===== src/hdl/sodiag_pkg.sv =====
// constants and types shared by the supply and openload diagnosis block
package sodiag_pkg;
    localparam int CHANNELS = 5;
    localparam int ADDR_W   = 8;
    localparam int DATA_W   = 32;
    localparam int IRQ_W    = CHANNELS + 2;

    // register indices and byte addresses
    localparam int REG_IDX_QSTAT  = 1;
    localparam int REG_IDX_CH1    = 2;
    localparam int REG_IDX_DSTAT  = 7;
    localparam int REG_IDX_OUTCTL = 8;
    localparam int REG_IDX_OLCTL  = 13;
    localparam int REG_IDX_LEDCTL = 14;
    localparam int REG_IDX_IRQST  = 16;
    localparam int REG_IDX_IRQEN  = 17;
    localparam int REG_IDX_IRQCLR = 18;
    localparam int REG_STRIDE     = 4;
    localparam logic [ADDR_W-1:0] REG_ADDR_QSTAT  = ADDR_W'(REG_IDX_QSTAT * REG_STRIDE);
    localparam logic [ADDR_W-1:0] REG_ADDR_CH1    = ADDR_W'(REG_IDX_CH1 * REG_STRIDE);
    localparam logic [ADDR_W-1:0] REG_ADDR_DSTAT  = ADDR_W'(REG_IDX_DSTAT * REG_STRIDE);
    localparam logic [ADDR_W-1:0] REG_ADDR_OUTCTL = ADDR_W'(REG_IDX_OUTCTL * REG_STRIDE);
    localparam logic [ADDR_W-1:0] REG_ADDR_OLCTL  = ADDR_W'(REG_IDX_OLCTL * REG_STRIDE);
    localparam logic [ADDR_W-1:0] REG_ADDR_LEDCTL = ADDR_W'(REG_IDX_LEDCTL * REG_STRIDE);
    localparam logic [ADDR_W-1:0] REG_ADDR_IRQST  = ADDR_W'(REG_IDX_IRQST * REG_STRIDE);
    localparam logic [ADDR_W-1:0] REG_ADDR_IRQEN  = ADDR_W'(REG_IDX_IRQEN * REG_STRIDE);
    localparam logic [ADDR_W-1:0] REG_ADDR_IRQCLR = ADDR_W'(REG_IDX_IRQCLR * REG_STRIDE);

    // field positions
    localparam int QS_CPF_BIT   = 5;
    localparam int DSF_BIT      = 6;
    localparam int OLF_BIT      = 7;
    localparam int CH_ONSTATE_OPENLOAD_BIT_BIT  = 0;
    localparam int DS_OV_BIT    = 0;
    localparam int IRQ_OV_BIT   = 0;
    localparam int IRQ_CPF_BIT  = 1;
    localparam int IRQ_OL_LSB   = 2;

    // timing
    localparam int CLK_PERIOD_NS     = 40;
    localparam int CPF_DGL_NS        = 4000;
    localparam int ONSTATE_OPENLOAD_BIT_BULB_NS      = 64000;
    localparam int ONSTATE_OPENLOAD_BIT_CONV_NS      = 2000000;
    localparam int CPF_DGL_CYC       = CPF_DGL_NS / CLK_PERIOD_NS;
    localparam int ONSTATE_OPENLOAD_BIT_BULB_CYC     = ONSTATE_OPENLOAD_BIT_BULB_NS / CLK_PERIOD_NS;
    localparam int ONSTATE_OPENLOAD_BIT_CONV_CYC_DEF = ONSTATE_OPENLOAD_BIT_CONV_NS / CLK_PERIOD_NS;
    localparam int CPF_CNT_W         = 8;
    localparam int ONSTATE_OPENLOAD_BIT_CNT_W        = 16;
    localparam logic [CPF_CNT_W-1:0] CPF_LAST = CPF_CNT_W'(CPF_DGL_CYC - 1);

    // latched address phase
    typedef struct packed {
        logic [ADDR_W-1:0] addr;
        logic              write;
    } sodiag_addr_t;

    typedef enum logic {
        BUS_IDLE,
        BUS_DATA
    } sodiag_bus_t;
endpackage : sodiag_pkg


===== src/hdl/sodiag_olfilt.sv =====
// on-state openload deglitch filter for one output
module sodiag_olfilt
    import sodiag_pkg::*;
#(
    parameter int BULB_CYC = ONSTATE_OPENLOAD_BIT_BULB_CYC,
    parameter int CONV_CYC = ONSTATE_OPENLOAD_BIT_CONV_CYC_DEF,
    parameter int CNT_W    = ONSTATE_OPENLOAD_BIT_CNT_W
) (
    // clock and reset
    input  wire logic i_clock,
    input  wire logic i_reset_n,
    // channel state
    input  wire logic i_out_high,
    input  wire logic i_open_raw,
    input  wire logic i_conv_sel,
    // filtered result
    output logic      o_detect
);
    logic [CNT_W-1:0] count;
    logic [CNT_W-1:0] next_count;
    logic [CNT_W-1:0] limit;
    logic             next_detect;

    always_comb begin
        limit       = i_conv_sel ? CNT_W'(CONV_CYC - 1) : CNT_W'(BULB_CYC - 1);
        next_count  = count;
        next_detect = 1'b0;
        if (!i_out_high || !i_open_raw) begin
            next_count = '0;
        end else if (count >= limit) begin
            next_detect = 1'b1;
        end else begin
            next_count = count + CNT_W'(1);
        end
    end

    always_ff @(posedge i_clock) begin
        if (!i_reset_n) begin
            count    <= '0;
            o_detect <= 1'b0;
        end else begin
            count    <= next_count;
            o_detect <= next_detect;
        end
    end
endmodule : sodiag_olfilt


===== src/hdl/sodiag_top.sv =====
// supply fault and on-state openload diagnosis with AHB-Lite registers
// How it works
// - battery overvoltage latches the overvoltage bit and raises the device summary flag.
// - the overvoltage bit clears only on a device status read after the condition is gone.
// - until the charge pump first settles the outputs stay off and on-commands are held.
// - an invalid charge pump for the deglitch interval switches all outputs off.
// - after that interval the charge pump fault bit and the summary flag are set.
// - held on-commands execute, with overcurrent window start, as soon as the pump is valid.
// - the charge pump fault clears only on a quick status read after the failure is gone.
// - openload detection runs by itself on every output that is on.
// - each channel's LED-mode enable picks which openload threshold result is used.
// - an on-state openload sets the quick bit, global openload flag and channel bit.
// - the channel openload bit clears only on its status read after the openload is gone.
// - an openload never changes the output state.
// - each channel's deglitch select gives 64 us when 0 and 2.0 ms when 1.
// - the deglitch counts only while the output is high and clears when it goes low.
//
// Design decisions made here: the AHB-Lite slave port and the register offsets.
module sodiag_top
    import sodiag_pkg::*;
#(
    parameter int ONSTATE_OPENLOAD_BIT_CONV_CYC = ONSTATE_OPENLOAD_BIT_CONV_CYC_DEF
) (
    // clock and reset
    input  wire logic                i_clock,
    input  wire logic                i_reset_n,
    // AHB-Lite slave
    input  wire logic                i_hsel,
    input  wire logic [31:0]         i_haddr,
    input  wire logic [1:0]          i_htrans,
    input  wire logic                i_hwrite,
    input  wire logic [2:0]          i_hsize,
    input  wire logic [DATA_W-1:0]   i_hwdata,
    input  wire logic                i_hready,
    output logic                     o_hreadyout,
    output logic                     o_hresp,
    output logic [DATA_W-1:0]        o_hrdata,
    // supply monitors
    input  wire logic                i_battery_overvoltage,
    input  wire logic                i_charge_pump_valid,
    // openload comparators per channel
    input  wire logic [CHANNELS-1:0] i_openload_std,
    input  wire logic [CHANNELS-1:0] i_openload_led,
    // outputs
    output logic [CHANNELS-1:0]      o_output_on,
    output logic [CHANNELS-1:0]      o_high_overcurrent_window_start,
    output logic                     o_irq
);
    sodiag_bus_t         bus_state;
    sodiag_bus_t         next_bus_state;
    sodiag_addr_t        addr_q;
    sodiag_addr_t        next_addr;
    logic                next_hreadyout;
    logic [DATA_W-1:0]   next_hrdata;
    logic [CHANNELS-1:0] on_cmd;
    logic [CHANNELS-1:0] next_on_cmd;
    logic [CHANNELS-1:0] openload_deglitch_select;
    logic [CHANNELS-1:0] next_dgl_sel;
    logic [CHANNELS-1:0] led_mode_detect_enable;
    logic [CHANNELS-1:0] next_led_en;
    logic [IRQ_W-1:0]    irq_en;
    logic [IRQ_W-1:0]    next_irq_en;
    logic [IRQ_W-1:0]    irq_clr;
    logic                rd_qs;
    logic                rd_ds;
    logic [CHANNELS-1:0] rd_ch;

    logic [CPF_CNT_W-1:0] cp_cnt;
    logic [CPF_CNT_W-1:0] next_cp_cnt;
    logic                 cp_fail_active;
    logic                 next_cp_fail;
    logic                 cp_settled;
    logic                 next_cp_settled;
    logic                 out_allow;
    logic [CHANNELS-1:0]  next_out_on;
    logic [CHANNELS-1:0]  next_high_overcurrent_window;
    logic                 battery_overvoltage_bit;
    logic                 next_ov;
    logic                 charge_pump_fault_bit;
    logic                 next_cpf;
    logic [CHANNELS-1:0]  onstate_openload_bit;
    logic [CHANNELS-1:0]  next_ol;
    logic [CHANNELS-1:0]  ol_raw;
    logic [CHANNELS-1:0]  ol_det;
    logic                 device_summary_flag;
    logic                 global_openload_flag;
    logic [IRQ_W-1:0]     irq_stat;
    logic [IRQ_W-1:0]     next_irq_stat;
    logic [IRQ_W-1:0]     irq_event;
    logic [DATA_W-1:0]    flags_word;

    // per-channel threshold choice and deglitch
    for (genvar c = 0; c < CHANNELS; c++) begin : g_ch
        assign ol_raw[c] = led_mode_detect_enable[c] ? i_openload_led[c] : i_openload_std[c];
        sodiag_olfilt #(
            .BULB_CYC (ONSTATE_OPENLOAD_BIT_BULB_CYC),
            .CONV_CYC (ONSTATE_OPENLOAD_BIT_CONV_CYC),
            .CNT_W    (ONSTATE_OPENLOAD_BIT_CNT_W)
        ) u_filt (
            .i_clock    (i_clock),
            .i_reset_n  (i_reset_n),
            .i_out_high (o_output_on[c]),
            .i_open_raw (ol_raw[c]),
            .i_conv_sel (openload_deglitch_select[c]),
            .o_detect   (ol_det[c])
        );
    end

    // bus slave: one wait state per transfer so read data come from a flop
    always_comb begin
        next_bus_state = bus_state;
        next_addr      = addr_q;
        next_hreadyout = o_hreadyout;
        next_hrdata    = o_hrdata;
        next_on_cmd    = on_cmd;
        next_dgl_sel   = openload_deglitch_select;
        next_led_en    = led_mode_detect_enable;
        next_irq_en    = irq_en;
        irq_clr        = '0;
        rd_qs          = 1'b0;
        rd_ds          = 1'b0;
        rd_ch          = '0;
        flags_word     = '0;
        flags_word[DSF_BIT] = device_summary_flag;
        flags_word[OLF_BIT] = global_openload_flag;
        case (bus_state)
            BUS_IDLE: begin
                if (i_hsel && i_htrans[1] && i_hready) begin
                    next_addr.addr  = i_haddr[ADDR_W-1:0];
                    next_addr.write = i_hwrite;
                    next_bus_state  = BUS_DATA;
                    next_hreadyout  = 1'b0;
                end
            end
            BUS_DATA: begin
                next_bus_state = BUS_IDLE;
                next_hreadyout = 1'b1;
                next_hrdata    = '0;
                if (addr_q.write) begin
                    if (addr_q.addr == REG_ADDR_OUTCTL) begin
                        next_on_cmd = i_hwdata[CHANNELS-1:0];
                    end else if (addr_q.addr == REG_ADDR_OLCTL) begin
                        next_dgl_sel = i_hwdata[CHANNELS-1:0];
                    end else if (addr_q.addr == REG_ADDR_LEDCTL) begin
                        next_led_en = i_hwdata[CHANNELS-1:0];
                    end else if (addr_q.addr == REG_ADDR_IRQEN) begin
                        next_irq_en = i_hwdata[IRQ_W-1:0];
                    end else if (addr_q.addr == REG_ADDR_IRQCLR) begin
                        irq_clr = i_hwdata[IRQ_W-1:0];
                    end
                end else begin
                    if (addr_q.addr == REG_ADDR_QSTAT) begin
                        next_hrdata                 = flags_word;
                        next_hrdata[CHANNELS-1:0]   = onstate_openload_bit;
                        next_hrdata[QS_CPF_BIT]     = charge_pump_fault_bit;
                        rd_qs                       = 1'b1;
                    end else if (addr_q.addr == REG_ADDR_DSTAT) begin
                        next_hrdata            = flags_word;
                        next_hrdata[DS_OV_BIT] = battery_overvoltage_bit;
                        rd_ds                  = 1'b1;
                    end else if (addr_q.addr == REG_ADDR_OUTCTL) begin
                        next_hrdata[CHANNELS-1:0] = on_cmd;
                    end else if (addr_q.addr == REG_ADDR_OLCTL) begin
                        next_hrdata[CHANNELS-1:0] = openload_deglitch_select;
                    end else if (addr_q.addr == REG_ADDR_LEDCTL) begin
                        next_hrdata[CHANNELS-1:0] = led_mode_detect_enable;
                    end else if (addr_q.addr == REG_ADDR_IRQST) begin
                        next_hrdata[IRQ_W-1:0] = irq_stat;
                    end else if (addr_q.addr == REG_ADDR_IRQEN) begin
                        next_hrdata[IRQ_W-1:0] = irq_en;
                    end else begin
                        for (int c = 0; c < CHANNELS; c++) begin
                            if (addr_q.addr == REG_ADDR_CH1 + ADDR_W'(c * REG_STRIDE)) begin
                                next_hrdata              = flags_word;
                                next_hrdata[CH_ONSTATE_OPENLOAD_BIT_BIT] = onstate_openload_bit[c];
                                rd_ch[c]                 = 1'b1;
                            end
                        end
                    end
                end
            end
            default: begin
                next_bus_state = BUS_IDLE;
            end
        endcase
    end

    always_ff @(posedge i_clock) begin
        if (!i_reset_n) begin
            bus_state                <= BUS_IDLE;
            addr_q                   <= '0;
            o_hreadyout              <= 1'b1;
            o_hresp                  <= 1'b0;
            o_hrdata                 <= '0;
            on_cmd                   <= '0;
            openload_deglitch_select <= '0;
            led_mode_detect_enable   <= '0;
            irq_en                   <= '0;
        end else begin
            bus_state                <= next_bus_state;
            addr_q                   <= next_addr;
            o_hreadyout              <= next_hreadyout;
            o_hresp                  <= 1'b0;
            o_hrdata                 <= next_hrdata;
            on_cmd                   <= next_on_cmd;
            openload_deglitch_select <= next_dgl_sel;
            led_mode_detect_enable   <= next_led_en;
            irq_en                   <= next_irq_en;
        end
    end

    // supply faults, output gating and latched flags
    always_comb begin
        next_cp_settled = cp_settled | i_charge_pump_valid;
        next_cp_cnt     = '0;
        if (!i_charge_pump_valid) begin
            next_cp_cnt = (cp_cnt == CPF_LAST) ? cp_cnt : cp_cnt + CPF_CNT_W'(1);
        end
        next_cp_fail = !i_charge_pump_valid && (cp_fail_active || cp_cnt == CPF_LAST);
        out_allow    = cp_settled && !cp_fail_active;
        next_out_on  = on_cmd & {CHANNELS{out_allow}};
        next_high_overcurrent_window    = next_out_on & ~o_output_on;
        // set wins over a clearing read
        next_ov  = i_battery_overvoltage | (battery_overvoltage_bit & ~rd_ds);
        next_cpf = cp_fail_active | (charge_pump_fault_bit & ~rd_qs);
        next_ol  = ol_det | (onstate_openload_bit & ~rd_ch);
        irq_event                            = '0;
        irq_event[IRQ_OV_BIT]                = next_ov & ~battery_overvoltage_bit;
        irq_event[IRQ_CPF_BIT]               = next_cpf & ~charge_pump_fault_bit;
        irq_event[IRQ_OL_LSB +: CHANNELS]    = next_ol & ~onstate_openload_bit;
        next_irq_stat = irq_event | (irq_stat & ~irq_clr);
    end

    assign device_summary_flag  = battery_overvoltage_bit | charge_pump_fault_bit;
    assign global_openload_flag = |onstate_openload_bit;

    always_ff @(posedge i_clock) begin
        if (!i_reset_n) begin
            cp_settled              <= 1'b0;
            cp_cnt                  <= '0;
            cp_fail_active          <= 1'b0;
            o_output_on             <= '0;
            o_high_overcurrent_window_start            <= '0;
            battery_overvoltage_bit <= 1'b0;
            charge_pump_fault_bit   <= 1'b0;
            onstate_openload_bit    <= '0;
            irq_stat                <= '0;
            o_irq                   <= 1'b0;
        end else begin
            cp_settled              <= next_cp_settled;
            cp_cnt                  <= next_cp_cnt;
            cp_fail_active          <= next_cp_fail;
            o_output_on             <= next_out_on;
            o_high_overcurrent_window_start            <= next_high_overcurrent_window;
            battery_overvoltage_bit <= next_ov;
            charge_pump_fault_bit   <= next_cpf;
            onstate_openload_bit    <= next_ol;
            irq_stat                <= next_irq_stat;
            o_irq                   <= |(irq_stat & irq_en);
        end
    end
endmodule : sodiag_top


===== config.mk =====
export PLATFORM = sky130hd
export DESIGN_NAME = sodiag_top
export DESIGN_NICKNAME = d
export VERILOG_FILES = /design/src/hdl/sodiag_pkg.sv /design/src/hdl/sodiag_olfilt.sv /design/src/hdl/sodiag_top.sv
export SDC_FILE = /design/constraint.sdc
export NUM_CORES = 1
export LEC_CHECK = 0
export ABC_AREA = 1
export BUFFER_PORTS_ARGS = -buffer_cell sky130_fd_sc_hd__clkbuf_2
export CORE_UTILIZATION = 55
export DETAILED_ROUTE_END_ITERATION = 10
export GPL_ROUTABILITY_DRIVEN = 0
export PLACE_DENSITY_LB_ADDON = 0.25
export SYNTH_ARGS = -nofsm -noshare
export SYNTH_HDL_FRONTEND = slang
export SYNTH_SLANG_ARGS = --single-unit

===== constraint.sdc =====
create_clock -name i_clock -period 2.45 [get_ports i_clock]
set_input_delay 0.3675 -clock i_clock [delete_from_list [all_inputs] [get_ports i_clock]]
set_output_delay 0.3675 -clock i_clock [all_outputs]
set_load 0.02 [all_outputs]

==> summary.txt <==
Clock network
  • Longest Clk Path Bufs: 2
  • Clk Latency, worst-skew pair: 0.43 ns
  • CTS clk-pin slew, worst paths: 0.06 ns
  • Num CTS Buffers: 17
  • H-tree depth: 4
  • Clock root buffer: clkbuf_16
  • Hold-fix buffers at CTS: 0
  • Clock sinks: 161
  • CTS tree: built

STA
  • TNS Setup: 0 ns
  • Final Setup Violations: 0
  • RSZ-0062 raised after global routing: false
  • Final period utilization: 89.2%
  • Slew HR: 52.7%
  • Worst-margin pin slew: 0.709 ns
  • Crit path time final: 2.19 ns
  • Pins Over Slew Limit: 0
  • F_max: 458 MHz
  • Final hold violations: 0
  • Setup Skew: 0.00762 ns

Drt
  • Router iterations before antenna repair: 5
  • Routed len/inst: 13.9 um
  • Post-Route WL: 21,600 um
  • Vias/cell: 5.36
  • # DRC: 0
  • Vias: 8,353
  • Iter 0 DRT Violations: 449
  • Detail Route Antenna Nets: 0

Cells and area
  • Final nets: 1,457
  • Final Util: 62.7%
  • Layout fillers: 1,454
  • Multi-input gate area: 5090 um^2
  • Synth-to-layout area growth: 9.76%
  • Antenna fix cells: 0
  • Layout cells sized above 1: 11.1%
  • Register area: 3220 um^2

Synth
  • Syn. warnings: 0
  • Synth Cell Area: 9170 um^2
  • Sequential area share after synthesis: 35.2%
  • Netlist cell types: 51
  • Mean area per synthesized cell: 7.12 um^2
  • #FFs+latches synth: 161
  • Post-Syn Instances: 1,287

Floorplanning
  • Die Footprint: 17,200 um^2
  • Die height: 131 um
  • Placeable Area: 16,100 um^2
  • Starting Density: 57.1%
  • Row Count: 46
  • Io pins: 131
  • Die width: 131 um

Global routing
  • Initial antenna violation count: 0
  • Total grt overflow: 0
  • First-pass GRT wire length: 36,400 um
  • GRT Util Overall: 26.0%
  • Vias in the first global route: 7,717
  • Largest net degree at the start of global routing: 32

Min path
  • Hold_sp: i_charge_pump_valid
  • Hold crit path type: input port to register

Worst setup path
  • FF-to-FF Start: openload_deglitch_select[0]
  • Crit path max fanout: 18
  • Critical Path Source Type: register
  • Crit. Startpoint: openload_deglitch_select[0]
  • Setup CP Type: register to register
  • Required @ worst endpoint: 2.81 ns
  • CP Capture Type: register
  • Worst path arrival time: 2.54 ns

Placed design
  • DP Wirelength: 15,600 um
  • I/O Buffers: 52

Pwr
  • Final Power: 0.00551 W
  • Peak VDD IR: 0.000524 V
  • Leakage: 3.81 nW
  • PD cells: 548 nW/um^2

Flow run
  • Max Cap Viol: 0

Status
  • Status: complete, no violations
[per-stage QoR]
stage / instance area [um^2] / hold slack [ns] / setup WS (ns) / std cells
6_report: 10100 / 0.172 / 0.265 / 1559
5_1_grt: 10100 / 0.201 / 0.0255 / 1559
4_1_cts: 10100 / 0.162 / 0.235 / 1559
3_5_place_dp: 9480 / 0.443 / 0.262 / 1527
3_3_place_gp: 9480 / 0.435 / 0.334 / 1527
2_1_floorplan: 9260 / 0.425 / 0.662 / 1311
[final timing paths]
path | end | cells past startpoint | slack [ns]
max | g_ch[0].u_filt.count[4] | 9 | 0.26
min reg2reg | o_hrdata[7] | 2 | 0.45
max reg2reg | g_ch[0].u_filt.count[4] | 9 | 0.26
min | cp_settled | 3 | 0.17
[state kept, by name, summed over array words and instances, names as in the netlist]
register and cells:
cp_cnt 8, cp_fail_active 1, g_ch.u_filt.count 80, o_hreadyout 1, onstate_openload_bit 5, irq_stat 7, bus_state 1, o_output_on 5
cp_settled 1, o_irq 1, charge_pump_fault_bit 1, addr_q 9, g_ch.u_filt.o_detect 5, openload_deglitch_select 5, on_cmd 5, o_hrdata 8
led_mode_detect_enable 5, battery_overvoltage_bit 1, irq_en 7, o_high_overcurrent_window_start 5
[synthesized netlist by cell type (all sizes together)]
| cell | instances | area, um^2 |
|---|---|---|
| o31ai | 1 | 7.51 |
| or2 | 1 | 6.26 |
| xor2 | 50 | 438 |
| o21bai | 1 | 7.51 |
| o311ai | 1 | 8.76 |
| nor2 | 132 | 521 |
| a41oi | 4 | 35.0 |
| o211ai | 1 | 7.51 |
| clkbuf | 14 | 55.1 |
| or4 | 1 | 7.51 |
| ha | 41 | 513 |
| o2111ai | 2 | 17.5 |
| nand3 | 72 | 378 |
| a221oi | 1 | 8.76 |
| dfxtp | 161 | 3220 |
| nor3 | 39 | 211 |
| conb | 1 | 3.75 |
| nor4 | 19 | 125 |
| a31oi | 1 | 6.26 |
| o22ai | 3 | 18.8 |
| a21oi | 146 | 768 |
| nor3b | 2 | 20.0 |
| inv | 137 | 517 |
| o221ai | 2 | 17.5 |
| buf | 51 | 368 |
| nand3b | 4 | 30.0 |
| xnor2 | 21 | 184 |
| o21ai | 67 | 350 |
| nand2 | 273 | 1070 |
| nand4 | 37 | 238 |
| o41ai | 1 | 8.76 |
[placed cells by master (no fill, tap or decap), types with 4 or more instances in the layout]
cell,Yosys,final
a21oi_1,136,136
a21oi_2,10,10
a41oi_1,4,4
buf_4,32,12
clkbuf_16,0,17
clkbuf_2,2,52
conb_1,1,25
dfxtp_1,161,161
ha_1,41,41
inv_1,127,127
inv_2,9,9
nand2_1,258,258
nand2_2,14,14
nand3_1,70,70
nand3b_1,4,4
nand4_1,36,36
nor2_1,124,124
nor2_2,7,7
nor3_1,37,37
nor4_1,18,18
o21ai_0,63,63
o21ai_2,4,4
xnor2_1,21,21
xor2_1,50,50
[cell families (layout without fill, tap and decap cells)]
group           Yosys count  in the layout  synth area share [%]
simple gates            580            580                  28.4
compound gates          231            231                  13.8
buf+inv                 202            234                  10.2
flops                   161            161                  35.2
xor+xnor                 71             71                  6.78
fa+ha+maj                41             41                  5.60
other cells               1             25                0.0409
[power by group]
| part | total [W] | switching, W | internal (W) |
|---|---|---|---|
| Sequential | 0.00265 | 0.0000146 | 0.00263 |
| Combinational | 0.000215 | 0.000156 | 0.0000589 |
| Clock | 0.00265 | 0.00108 | 0.00158 |
[critical path, stage by stage (launching register included)]
cell and delay (ns):
dfxtp_1 0.45, inv_1 0.17, ha_1 0.34, a21oi_1 0.13, o21ai_0 0.09, a41oi_1 0.26
nand2_4 0.23, inv_6 0.21, nand2_1 0.09, a21oi_1 0.12
[area by class of cell]
type	instances	area share [%]
Multi-Input combinational cell	948	50.6
Sequential cell	161	32.0
Inverter	137	5.16
Clock buffer	23	4.75
Timing Repair Buffer	65	3.68
Tap cell	216	2.69
Clock inverter	9	1.06
[repair_timing]
action / CTS / global route
endpoints found under the setup margin: 0 / 1
resized for setup: 0 / 1
setup buffers: 0 / 0
[metal layers]
layer / wire, um / share of wire, % / track usage [%] / vias up
met1: 10100 / 47 / 33.9 / 3801
met2: 9960 / 46 / 42.3 / 207
met4: 501 / 2.3 / 9.02 / 0
li1: - / - / - / 4305
met5: 0 / 0 / 0 / -
met3: 1070 / 4.9 / 5.52 / 40
(Power assumes the default switching activity.)
